**config.mk**
```make
export PLATFORM = sky130hd
export DESIGN_NAME = fci_host
export DESIGN_NICKNAME = d
export VERILOG_FILES = /design/src/fci_pkg.sv /design/src/fci_sync.sv /design/src/fci_host.sv
export VERILOG_INCLUDE_DIRS = /design/src
export SDC_FILE = /design/constraint.sdc
export NUM_CORES = 1
export LEC_CHECK = 0
export ABC_AREA = 1
export BUFFER_PORTS_ARGS = -buffer_cell sky130_fd_sc_hd__buf_2
export CAP_MARGIN = 0
export CELL_PAD_IN_SITES_DETAIL_PLACEMENT = 2
export CELL_PAD_IN_SITES_GLOBAL_PLACEMENT = 2
export CORE_ASPECT_RATIO = 0.7
export CORE_MARGIN = 4
export CORE_UTILIZATION = 36
export DETAILED_ROUTE_END_ITERATION = 12
export GPL_TIMING_DRIVEN = 0
export PLACE_DENSITY = 0.95
export SYNTH_ARGS = -nofsm -noshare
export SYNTH_HDL_FRONTEND = slang
export SYNTH_HIERARCHICAL = 1
export SYNTH_SLANG_ARGS = --single-unit
```
**constraint.sdc**
```tcl
create_clock -name clk -period 4.7 [get_ports clk]
set_input_delay 0.94 -clock clk [delete_from_list [all_inputs] [get_ports clk]]
set_output_delay 0.94 -clock clk [all_outputs]
set_load 0.01 [all_outputs]
```
**src/fci_cfg.svh**
```systemverilog
// Function
// - 90h gives identifier data at offsets 0, 1
// - 70h makes every read return status
// - strobes return high between reads
// - erase: 20h/30h setup then D0h confirm
// - write: 40h or 10h, then address/data
// - B0h suspends, D0h resumes
// - lock: 60h then 01h, D0h or F1h
// - otp: C0h then otp address/data
// - only defined command bytes are issued
`ifndef FCI_CFG_SVH
`define FCI_CFG_SVH

`define FCI_AW            21
`define FCI_DW            16
`define FCI_SYNC_W        17

`define FCI_OFF_CMD       8'h00
`define FCI_OFF_ADDR      8'h04
`define FCI_OFF_WDATA     8'h08
`define FCI_OFF_RDATA     8'h0c
`define FCI_OFF_STATUS    8'h10
`define FCI_OFF_CTRL      8'h14

`define FCI_ST_BUSY       0
`define FCI_ST_DEVBUSY    1
`define FCI_ST_REFUSED    2
`define FCI_ST_SUSP       3
`define FCI_ST_MODE_LO    4
`define FCI_CT_HOLDRST    0
`define FCI_CT_WPLOW      1
`define FCI_RST_HOLDRST   1'b0
`define FCI_RST_WPLOW     1'b1

`define FCI_CB_READ_ARRAY 8'hff
`define FCI_CB_READ_ID    8'h90
`define FCI_CB_READ_STAT  8'h70
`define FCI_CB_CLR_STAT   8'h50
`define FCI_CB_BLK_ERASE  8'h20
`define FCI_CB_CHIP_ERASE 8'h30
`define FCI_CB_CONFIRM    8'hd0
`define FCI_CB_WRITE      8'h40
`define FCI_CB_WRITE_ALT  8'h10
`define FCI_CB_SUSPEND    8'hb0
`define FCI_CB_LOCK_SETUP 8'h60
`define FCI_CB_LOCK_BLK   8'h01
`define FCI_CB_PERM_LOCK  8'hf1
`define FCI_CB_OTP        8'hc0

`define FCI_CLK_MHZ       200
`define FCI_T_SETUP_NS    10
`define FCI_T_WP_NS       50
`define FCI_T_HOLD_NS     10
`define FCI_T_REC_NS      30
`define FCI_T_ACC_NS      90
`define FCI_SYNC_CYC      2
`define FCI_CYC(ns)       ((((ns) * `FCI_CLK_MHZ) + 999) / 1000)

`endif

```
**src/fci_pkg.sv**
```systemverilog
`include "fci_cfg.svh"
package fci_pkg;

   typedef enum logic [3:0] {
      OP_READ_ARRAY,
      OP_READ_ID,
      OP_READ_STATUS,
      OP_CLEAR_STATUS,
      OP_BLOCK_ERASE,
      OP_CHIP_ERASE,
      OP_WRITE,
      OP_WRITE_ALT,
      OP_SUSPEND,
      OP_RESUME,
      OP_SET_LOCK,
      OP_CLEAR_LOCKS,
      OP_SET_PERM,
      OP_OTP,
      OP_READ,
      OP_BAD
   } fci_op_t;

   typedef enum logic [2:0] {
      PH_IDLE,
      PH_WSET,
      PH_WPUL,
      PH_WHLD,
      PH_RACC,
      PH_GAP
   } fci_phase_t;

   typedef enum logic [1:0] {
      MODE_ARRAY,
      MODE_ID,
      MODE_STATUS
   } fci_mode_t;

   typedef struct packed {
      logic               pready;
      logic               pslverr;
      logic [31:0]        prdata;
      fci_op_t            op;
      logic [`FCI_AW-1:0] addr;
      logic [`FCI_DW-1:0] wdata;
      logic [`FCI_DW-1:0] rdata;
      logic               busy;
      logic               refused;
      logic               suspended;
      fci_mode_t          mode;
      logic               holdReset;
      logic               wpLow;
      fci_phase_t         phase;
      logic [1:0]         step;
      logic [7:0]         cnt;
      logic               ceN;
      logic               oeN;
      logic               weN;
      logic               dqOe;
      logic [`FCI_DW-1:0] dqOut;
   } fci_state_t;

   typedef struct packed {
      logic [`FCI_SYNC_W-1:0] s1;
      logic [`FCI_SYNC_W-1:0] s2;
   } fci_sync_t;

endpackage

```
**src/fci_sync.sv**
```systemverilog
`timescale 1ns/1ps
`include "fci_cfg.svh"
module fci_sync (
   input  wire logic                   clk,
   input  wire logic                   arst_n,
   input  wire logic [`FCI_SYNC_W-1:0] din,
   output logic      [`FCI_SYNC_W-1:0] dout
);
   fci_pkg::fci_sync_t syncReg;
   fci_pkg::fci_sync_t syncNext;

   // first stage feeds only the second
   always_comb begin
      syncNext    = syncReg;
      syncNext.s1 = din;
      syncNext.s2 = syncReg.s1;
   end

   always_ff @(posedge clk or negedge arst_n) begin
      if (!arst_n) begin
         syncReg <= '1;
      end else begin
         syncReg <= syncNext;
      end
   end

   assign dout = syncReg.s2;
endmodule

```
**src/fci_host.sv**
```systemverilog
// The register addresses and register access over APB were decided locally.
`timescale 1ns/1ps
`include "fci_cfg.svh"
module fci_host (
   input  wire logic               clk,
   input  wire logic               arst_n,
   input  wire logic               psel,
   input  wire logic               penable,
   input  wire logic               pwrite,
   input  wire logic [7:0]         paddr,
   input  wire logic [31:0]        pwdata,
   output logic      [31:0]        prdata,
   output logic                    pready,
   output logic                    pslverr,
   output logic                    chipEnableN,
   output logic                    outputEnableN,
   output logic                    writeEnableN,
   output logic      [`FCI_AW-1:0] flashAddr,
   output logic      [`FCI_DW-1:0] dqOut,
   output logic                    dqOe,
   input  wire logic [`FCI_DW-1:0] dqIn,
   input  wire logic               ready_busy_out_n,
   output logic                    reset_powerdown_pin_n,
   output logic                    writeProtectN
);
   localparam logic [7:0] SetupCyc = 8'(`FCI_CYC(`FCI_T_SETUP_NS));
   localparam logic [7:0] PulseCyc = 8'(`FCI_CYC(`FCI_T_WP_NS));
   localparam logic [7:0] HoldCyc  = 8'(`FCI_CYC(`FCI_T_HOLD_NS));
   localparam logic [7:0] RecCyc   = 8'(`FCI_CYC(`FCI_T_REC_NS));
   // plus synchroniser delay
   localparam logic [7:0] AccCyc   = 8'(`FCI_CYC(`FCI_T_ACC_NS) + `FCI_SYNC_CYC);

   fci_pkg::fci_state_t stateReg;
   fci_pkg::fci_state_t stateNext;
   logic [`FCI_SYNC_W-1:0] pinSync;
   logic [`FCI_DW-1:0]     dqSync;
   logic                   deviceBusy;

   fci_sync u_sync (
      .clk    (clk),
      .arst_n (arst_n),
      .din    ({ready_busy_out_n, dqIn}),
      .dout   (pinSync)
   );

   assign dqSync     = pinSync[`FCI_DW-1:0];
   // open drain, pulled high when idle
   assign deviceBusy = ~pinSync[`FCI_SYNC_W-1];

   ////////////////////////////////////////////////////////////////////////////
   // command decoding

   function automatic logic [7:0] first_byte(input fci_pkg::fci_op_t op);
      unique case (op)
         fci_pkg::OP_READ_ARRAY:   first_byte = `FCI_CB_READ_ARRAY;
         fci_pkg::OP_READ_ID:      first_byte = `FCI_CB_READ_ID;
         fci_pkg::OP_READ_STATUS:  first_byte = `FCI_CB_READ_STAT;
         fci_pkg::OP_CLEAR_STATUS: first_byte = `FCI_CB_CLR_STAT;
         fci_pkg::OP_BLOCK_ERASE:  first_byte = `FCI_CB_BLK_ERASE;
         fci_pkg::OP_CHIP_ERASE:   first_byte = `FCI_CB_CHIP_ERASE;
         fci_pkg::OP_WRITE:        first_byte = `FCI_CB_WRITE;
         fci_pkg::OP_WRITE_ALT:    first_byte = `FCI_CB_WRITE_ALT;
         fci_pkg::OP_SUSPEND:      first_byte = `FCI_CB_SUSPEND;
         fci_pkg::OP_RESUME:       first_byte = `FCI_CB_CONFIRM;
         fci_pkg::OP_SET_LOCK,
         fci_pkg::OP_CLEAR_LOCKS,
         fci_pkg::OP_SET_PERM:     first_byte = `FCI_CB_LOCK_SETUP;
         fci_pkg::OP_OTP:          first_byte = `FCI_CB_OTP;
         default:                  first_byte = `FCI_CB_READ_ARRAY;
      endcase
   endfunction

   function automatic logic two_cycles(input fci_pkg::fci_op_t op);
      two_cycles = op inside {fci_pkg::OP_BLOCK_ERASE, fci_pkg::OP_CHIP_ERASE,
                              fci_pkg::OP_WRITE, fci_pkg::OP_WRITE_ALT,
                              fci_pkg::OP_SET_LOCK, fci_pkg::OP_CLEAR_LOCKS,
                              fci_pkg::OP_SET_PERM, fci_pkg::OP_OTP};
   endfunction

   function automatic logic [`FCI_DW-1:0] second_word(input fci_pkg::fci_op_t op,
                                                      input logic [`FCI_DW-1:0] wd);
      unique case (op)
         fci_pkg::OP_WRITE,
         fci_pkg::OP_WRITE_ALT,
         fci_pkg::OP_OTP:         second_word = wd;
         fci_pkg::OP_SET_LOCK:    second_word = {8'h00, `FCI_CB_LOCK_BLK};
         fci_pkg::OP_SET_PERM:    second_word = {8'h00, `FCI_CB_PERM_LOCK};
         default:                 second_word = {8'h00, `FCI_CB_CONFIRM};
      endcase
   endfunction

   function automatic logic has_read(input fci_pkg::fci_op_t op);
      has_read = op inside {fci_pkg::OP_READ_ID, fci_pkg::OP_READ_STATUS,
                            fci_pkg::OP_READ};
   endfunction

   localparam fci_pkg::fci_state_t ResetState = '{
      pready:    1'b0,
      pslverr:   1'b0,
      prdata:    '0,
      op:        fci_pkg::OP_READ_ARRAY,
      addr:      '0,
      wdata:     '0,
      rdata:     '0,
      busy:      1'b0,
      refused:   1'b0,
      suspended: 1'b0,
      mode:      fci_pkg::MODE_ARRAY,
      holdReset: `FCI_RST_HOLDRST,
      wpLow:     `FCI_RST_WPLOW,
      phase:     fci_pkg::PH_IDLE,
      step:      2'h0,
      cnt:       8'h00,
      ceN:       1'b1,
      oeN:       1'b1,
      weN:       1'b1,
      dqOe:      1'b0,
      dqOut:     '0
   };

   ////////////////////////////////////////////////////////////////////////////
   // register bus and pin sequencer

   always_comb begin
      stateNext         = stateReg;
      stateNext.pready  = 1'b0;
      stateNext.pslverr = 1'b0;

      // one wait state: ready comes from a flop
      if (psel && penable && !stateReg.pready) begin
         stateNext.pready = 1'b1;
         stateNext.prdata = '0;
         unique case (paddr)
            `FCI_OFF_CMD: begin
               stateNext.prdata[3:0] = stateReg.op;
               if (pwrite) begin
                  // reserved codes never reach the pins
                  if (stateReg.busy || stateReg.holdReset ||
                      fci_pkg::fci_op_t'(pwdata[3:0]) == fci_pkg::OP_BAD) begin
                     stateNext.refused = 1'b1;
                  end else begin
                     stateNext.refused = 1'b0;
                     stateNext.op      = fci_pkg::fci_op_t'(pwdata[3:0]);
                     stateNext.busy    = 1'b1;
                     if (fci_pkg::fci_op_t'(pwdata[3:0]) == fci_pkg::OP_READ) begin
                        stateNext.step  = 2'h2;
                        stateNext.phase = fci_pkg::PH_RACC;
                        stateNext.cnt   = AccCyc - 8'h01;
                     end else begin
                        stateNext.step  = 2'h0;
                        stateNext.phase = fci_pkg::PH_WSET;
                        stateNext.cnt   = SetupCyc - 8'h01;
                        stateNext.dqOut = {8'h00,
                                           first_byte(fci_pkg::fci_op_t'(pwdata[3:0]))};
                     end
                  end
               end
            end
            `FCI_OFF_ADDR: begin
               stateNext.prdata[`FCI_AW-1:0] = stateReg.addr;
               if (pwrite && !stateReg.busy) begin
                  stateNext.addr = pwdata[`FCI_AW-1:0];
               end
            end
            `FCI_OFF_WDATA: begin
               stateNext.prdata[`FCI_DW-1:0] = stateReg.wdata;
               if (pwrite && !stateReg.busy) begin
                  stateNext.wdata = pwdata[`FCI_DW-1:0];
               end
            end
            `FCI_OFF_RDATA: begin
               stateNext.prdata[`FCI_DW-1:0] = stateReg.rdata;
            end
            `FCI_OFF_STATUS: begin
               stateNext.prdata[`FCI_ST_BUSY]    = stateReg.busy;
               stateNext.prdata[`FCI_ST_DEVBUSY] = deviceBusy;
               stateNext.prdata[`FCI_ST_REFUSED] = stateReg.refused;
               stateNext.prdata[`FCI_ST_SUSP]    = stateReg.suspended;
               stateNext.prdata[`FCI_ST_MODE_LO +: 2] = stateReg.mode;
            end
            `FCI_OFF_CTRL: begin
               stateNext.prdata[`FCI_CT_HOLDRST] = stateReg.holdReset;
               stateNext.prdata[`FCI_CT_WPLOW]   = stateReg.wpLow;
               if (pwrite) begin
                  stateNext.holdReset = pwdata[`FCI_CT_HOLDRST];
                  stateNext.wpLow     = pwdata[`FCI_CT_WPLOW];
               end
            end
            default: begin
               stateNext.pslverr = 1'b1;
            end
         endcase
      end

      if (stateReg.cnt != 8'h00) begin
         stateNext.cnt = stateReg.cnt - 8'h01;
      end

      unique case (stateReg.phase)
         fci_pkg::PH_IDLE: begin
         end
         fci_pkg::PH_WSET: begin
            if (stateReg.cnt == 8'h00) begin
               stateNext.phase = fci_pkg::PH_WPUL;
               stateNext.cnt   = PulseCyc - 8'h01;
            end
         end
         fci_pkg::PH_WPUL: begin
            // we rises first, ce and data hold
            if (stateReg.cnt == 8'h00) begin
               stateNext.phase = fci_pkg::PH_WHLD;
               stateNext.cnt   = HoldCyc - 8'h01;
            end
         end
         fci_pkg::PH_WHLD: begin
            if (stateReg.cnt == 8'h00) begin
               stateNext.phase = fci_pkg::PH_GAP;
               stateNext.cnt   = RecCyc - 8'h01;
            end
         end
         fci_pkg::PH_RACC: begin
            if (stateReg.cnt == 8'h00) begin
               stateNext.rdata = dqSync;
               stateNext.phase = fci_pkg::PH_GAP;
               stateNext.cnt   = RecCyc - 8'h01;
            end
         end
         fci_pkg::PH_GAP: begin
            // strobes high: fresh status latch
            if (stateReg.cnt == 8'h00) begin
               if (stateReg.step == 2'h0 && two_cycles(stateReg.op)) begin
                  stateNext.step  = 2'h1;
                  stateNext.phase = fci_pkg::PH_WSET;
                  stateNext.cnt   = SetupCyc - 8'h01;
                  stateNext.dqOut = second_word(stateReg.op, stateReg.wdata);
               end else if (stateReg.step != 2'h2 && has_read(stateReg.op)) begin
                  stateNext.step  = 2'h2;
                  stateNext.phase = fci_pkg::PH_RACC;
                  stateNext.cnt   = AccCyc - 8'h01;
               end else begin
                  stateNext.phase = fci_pkg::PH_IDLE;
                  stateNext.busy  = 1'b0;
                  unique case (stateReg.op)
                     fci_pkg::OP_READ_ARRAY: begin
                        if (!deviceBusy || stateReg.suspended) begin
                           stateNext.mode = fci_pkg::MODE_ARRAY;
                        end
                     end
                     fci_pkg::OP_READ_ID:     stateNext.mode = fci_pkg::MODE_ID;
                     fci_pkg::OP_READ_STATUS: stateNext.mode = fci_pkg::MODE_STATUS;
                     fci_pkg::OP_SUSPEND: begin
                        stateNext.mode      = fci_pkg::MODE_STATUS;
                        stateNext.suspended = 1'b1;
                     end
                     fci_pkg::OP_RESUME: begin
                        stateNext.mode      = fci_pkg::MODE_STATUS;
                        stateNext.suspended = 1'b0;
                     end
                     // mode kept
                     fci_pkg::OP_CLEAR_STATUS, fci_pkg::OP_READ: begin
                     end
                     default: stateNext.mode = fci_pkg::MODE_STATUS;
                  endcase
               end
            end
         end
      endcase

      // device leaves reset in array mode
      if (stateReg.holdReset) begin
         stateNext.mode      = fci_pkg::MODE_ARRAY;
         stateNext.suspended = 1'b0;
      end

      stateNext.ceN  = !(stateNext.phase inside {fci_pkg::PH_WSET, fci_pkg::PH_WPUL,
                                                 fci_pkg::PH_WHLD, fci_pkg::PH_RACC});
      stateNext.weN  = stateNext.phase != fci_pkg::PH_WPUL;
      // never oe and we low together
      stateNext.oeN  = stateNext.phase != fci_pkg::PH_RACC;
      stateNext.dqOe = stateNext.phase inside {fci_pkg::PH_WSET, fci_pkg::PH_WPUL,
                                               fci_pkg::PH_WHLD};
   end

   always_ff @(posedge clk or negedge arst_n) begin
      if (!arst_n) begin
         stateReg <= ResetState;
      end else begin
         stateReg <= stateNext;
      end
   end

   ////////////////////////////////////////////////////////////////////////////
   // outputs

   assign prdata                = stateReg.prdata;
   assign pready                = stateReg.pready;
   assign pslverr               = stateReg.pslverr;
   assign chipEnableN           = stateReg.ceN;
   assign outputEnableN         = stateReg.oeN;
   assign writeEnableN          = stateReg.weN;
   assign flashAddr             = stateReg.addr;
   assign dqOut                 = stateReg.dqOut;
   assign dqOe                  = stateReg.dqOe;
   assign reset_powerdown_pin_n = !stateReg.holdReset;
   assign writeProtectN         = !stateReg.wpLow;
endmodule

```
==> summary.md <==
| Metric | Value |
|---|---|
| Synth warnings | `6` |
| Gate Count Post-Synth | `between 700 and 800` |
| Aggregate global routing overflow | `0` |
| Clock root cell | `clkbuf_16` |
| RR Startpoint | `pready` |
| DRT iter0 DRCs | `365` |
| Synthesized cell area | `7220 um^2` |
| DP Wirelength | `around 19 mm` |
| Largest net degree at the start of global routing | `94` |
| Initial Util | `~37%` |
| WL per Instance | `around 23 um` |
| Hold-fix buffers, CTS | `0` |
| VDD IR max | `between 0.0002 and 0.00025 V` |
| Worst-path fanout max | `10` |
| Post-route clock period utilization | `a little under 60%` |
| Worst Setup Slack, final | `roughly 2 ns` |
| Element type at the critical path start | `input port` |
| First-pass detailed-route iteration total | `5` |
| Register bit count reported by yosys | `between 150 and 200` |
| Fin cells | `around 1,200` |
| ANT nets after route | `0` |
| IO Pins | `around 140` |
| Synth unique cells | `42` |
| Initial antenna violation count | `1` |
| Die Y | `127 um` |
| Syn_area_per_cell | `approximately 9 um^2` |
| Placed insts | `approximately 1,200` |
| Cts repair resizes | `0` |
| Layout area overhead | `22.1%` |
| Worst EP arrival | `3.08 ns` |
| Unrepaired setup endpoints after global routing | `false` |
| Total Nets Final | `just over 1,000` |
| CTS tree | `yes` |
| Chip Width | `about 180 um` |
| Htree depth | `4` |
| Setup violators final | `0` |
| Die area | `22,400 um^2` |
| Core ar. | `about 20,000 um^2` |
| Slew HR | `between 50% and 60%` |
| Vias per Instance | `5.15` |
| Final Power | `~3300 uW` |
| Reg2reg setup slack | `between 2 and 2.5 ns` |
| Post-CTS Setup Repair Bufs | `0` |
| # diodes | `0` |
| PD cells | `~380 nW/um^2` |
| Tmin final | `roughly 2.7 ns` |
| Max cap viols | `0` |
| Worst r2r dst | `flashAddr[5]` |
| Final setup TNS | `0 ns` |
| Maximum clock rate | `between 0.3 and 0.4 GHz` |
| TritonCTS buffer count | `17` |
| Final-report hold violation count | `0` |
| Reg clk slew, reported paths | `~0.070 ns` |
| Final-report max-slew violation count | `0` |
| FFs w/ async S/R, synth | `100%` |
| Worst Setup SP | `paddr[1]` |
| Clock Latency Late Sink | `between 0.4 and 0.5 ns` |
| IO Port Bufs | `around 120` |
| CP required | `slightly above 5 ns` |
| Cells on worst reg2reg path | `7` |
| Share of cells above drive strength 1 | `about a third` |
| Critical path type | `in2reg` |
| WL final | `about 28 mm` |
| Vias in the first global route | `approximately 7,000` |
| Leak | `0.00459 uW` |
| First-pass GRT wire length | `approximately 44 mm` |
| GRT Total Usage | `26.0%` |
| Sequential share of the synthesized area | `a little over half` |
| Clock Sinks | `between 150 and 200` |
| Hold Path Class | `reg2reg` |
| Number of flops mapped to enable cells by yosys | `0` |
| GPL Wtd Cong | `~0.84` |
| DP Worst Slack | `1.74 ns` |
| Crit. End Element | `register` |
| DRC violations left | `0` |
| Worst Skew | `roughly 0.013 ns` |
| Num rows | `43` |
| Worst-margin pin slew | `0.709 ns` |
| CTS Buffer Depth | `2` |
| Vias | `6,327` |
| Ys flop type | `dfrtp_1` |
| Worst Setup EP | `stateReg[65]` |
| Status | `finished clean` |
| Hold Slack | `0.355 ns` |
==> final cells by class <==
type,instances,area [um^2]
Buffer,95,659
Fill cell,2167,10900
Sequential cell,154,3900
Timing Repair Buffer,117,614
Clock buffer,19,464
Clock inverter,13,144
Tap cell,270,338
Inverter,78,293
Multi-Input combinational cell,482,2410
==> synthesized netlist by cell type (2+ instances only) <==
| master | instances | area [um^2] |
|---|---|---|
| a21oi_1 | 24 | 120 |
| buf_2 | 10 | 50.1 |
| buf_4 | 71 | 533 |
| clkbuf_1 | 11 | 41.3 |
| dfrtp_1 | 116 | 2900 |
| dfstp_2 | 38 | 998 |
| ha_1 | 4 | 50.1 |
| inv_1 | 69 | 259 |
| inv_2 | 8 | 30.0 |
| mux2_2 | 11 | 124 |
| mux2_4 | 10 | 150 |
| nand2_1 | 177 | 664 |
| nand2_2 | 5 | 31.3 |
| nand3_1 | 64 | 320 |
| nand3_2 | 2 | 20.0 |
| nor2_1 | 53 | 199 |
| nor2_2 | 2 | 12.5 |
| nor2_4 | 2 | 22.5 |
| nor3_1 | 8 | 40.0 |
| o211ai_1 | 7 | 52.6 |
| o21ai_0 | 83 | 415 |
| o21ai_1 | 2 | 10.0 |
| xor2_1 | 3 | 26.3 |
==> critical path: stages <==
cell	delay, ns
buf_2	0.10
nor2_1	0.25
inv_1	0.15
nor3_1	0.24
nand2_1	0.33
inv_2	0.32
nand2_2	0.13
clkbuf_1	0.27
o21ai_0	0.34
==> flip-flops by register name, indices dropped and copies added (netlist names) <==
signal	flops
pslverr	1
dqOe	1
chipEnableN	1
stateReg	56
prdata	21
outputEnableN	1
writeEnableN	1
pready	1
flashAddr	21
u_sync/syncNext	17
u_sync/dout	17
dqOut	16
==> logic make-up (layout without fill, tap and decap cells) <==
| kind of cell | Yosys count | count (layout) | share of synthesized area, % |
|---|---|---|---|
| simple gates | 318 | 318 | 18.6 |
| buf+inv | 173 | 322 | 13.2 |
| flops | 154 | 154 | 54.0 |
| compound gates | 124 | 124 | 9.16 |
| mux | 21 | 21 | 3.79 |
| fa+ha+maj | 4 | 4 | 0.693 |
| xor+xnor | 4 | 4 | 0.485 |
| other cells | 1 | 11 | 0.0519 |
==> layer usage <==
metal	share of wire (%)	GRT usage [%]
met4	3.1	10.1
met1	42	32.6
met2	49	43.2
met5	0.046	0
met3	5.5	6.64
==> metrics by stage <==
step / util (%) / cell area, um^2
floorplan: - / 7260
global placement: 41.4 / 8180
detailed placement: 41.6 / 8210
CTS: 44.7 / 8820
global route: 44.7 / 8820
finish: 44.7 / 8820
==> placed cells by master (no fill, tap or decap), drive strengths merged, types with 11 or more instances in the layout <==
master    n
a21oi    24
mux2     21
clkbuf   30
dfstp    38
nor2     57
nand3    66
dfrtp   116
nand2   183
inv      86
buf     201
o21ai    86
conb     11
==> worst min-delay path by stage <==
stage	startpoint	slack, ns	end	cells after the start
2_1_floorplan	u_sync/syncNext[0]	0.35	u_sync/dout[0]	0
3_3_place_gp	u_sync/syncNext[0]	0.35	u_sync/dout[0]	0
3_5_place_dp	u_sync/syncNext[12]	0.35	u_sync/dout[12]	0
4_1_cts	u_sync/syncNext[7]	0.36	u_sync/dout[7]	0
5_1_grt	u_sync/syncNext[7]	0.36	u_sync/dout[7]	0
6_report	u_sync/syncNext[12]	0.35	u_sync/dout[12]	0
==> where the power goes <==
part	internal (uW)	total (uW)	switching [uW]
clock	800	1460	657
combinational	138	406	268
sequential	1410	1470	57.8
(Power assumes the default switching activity.)
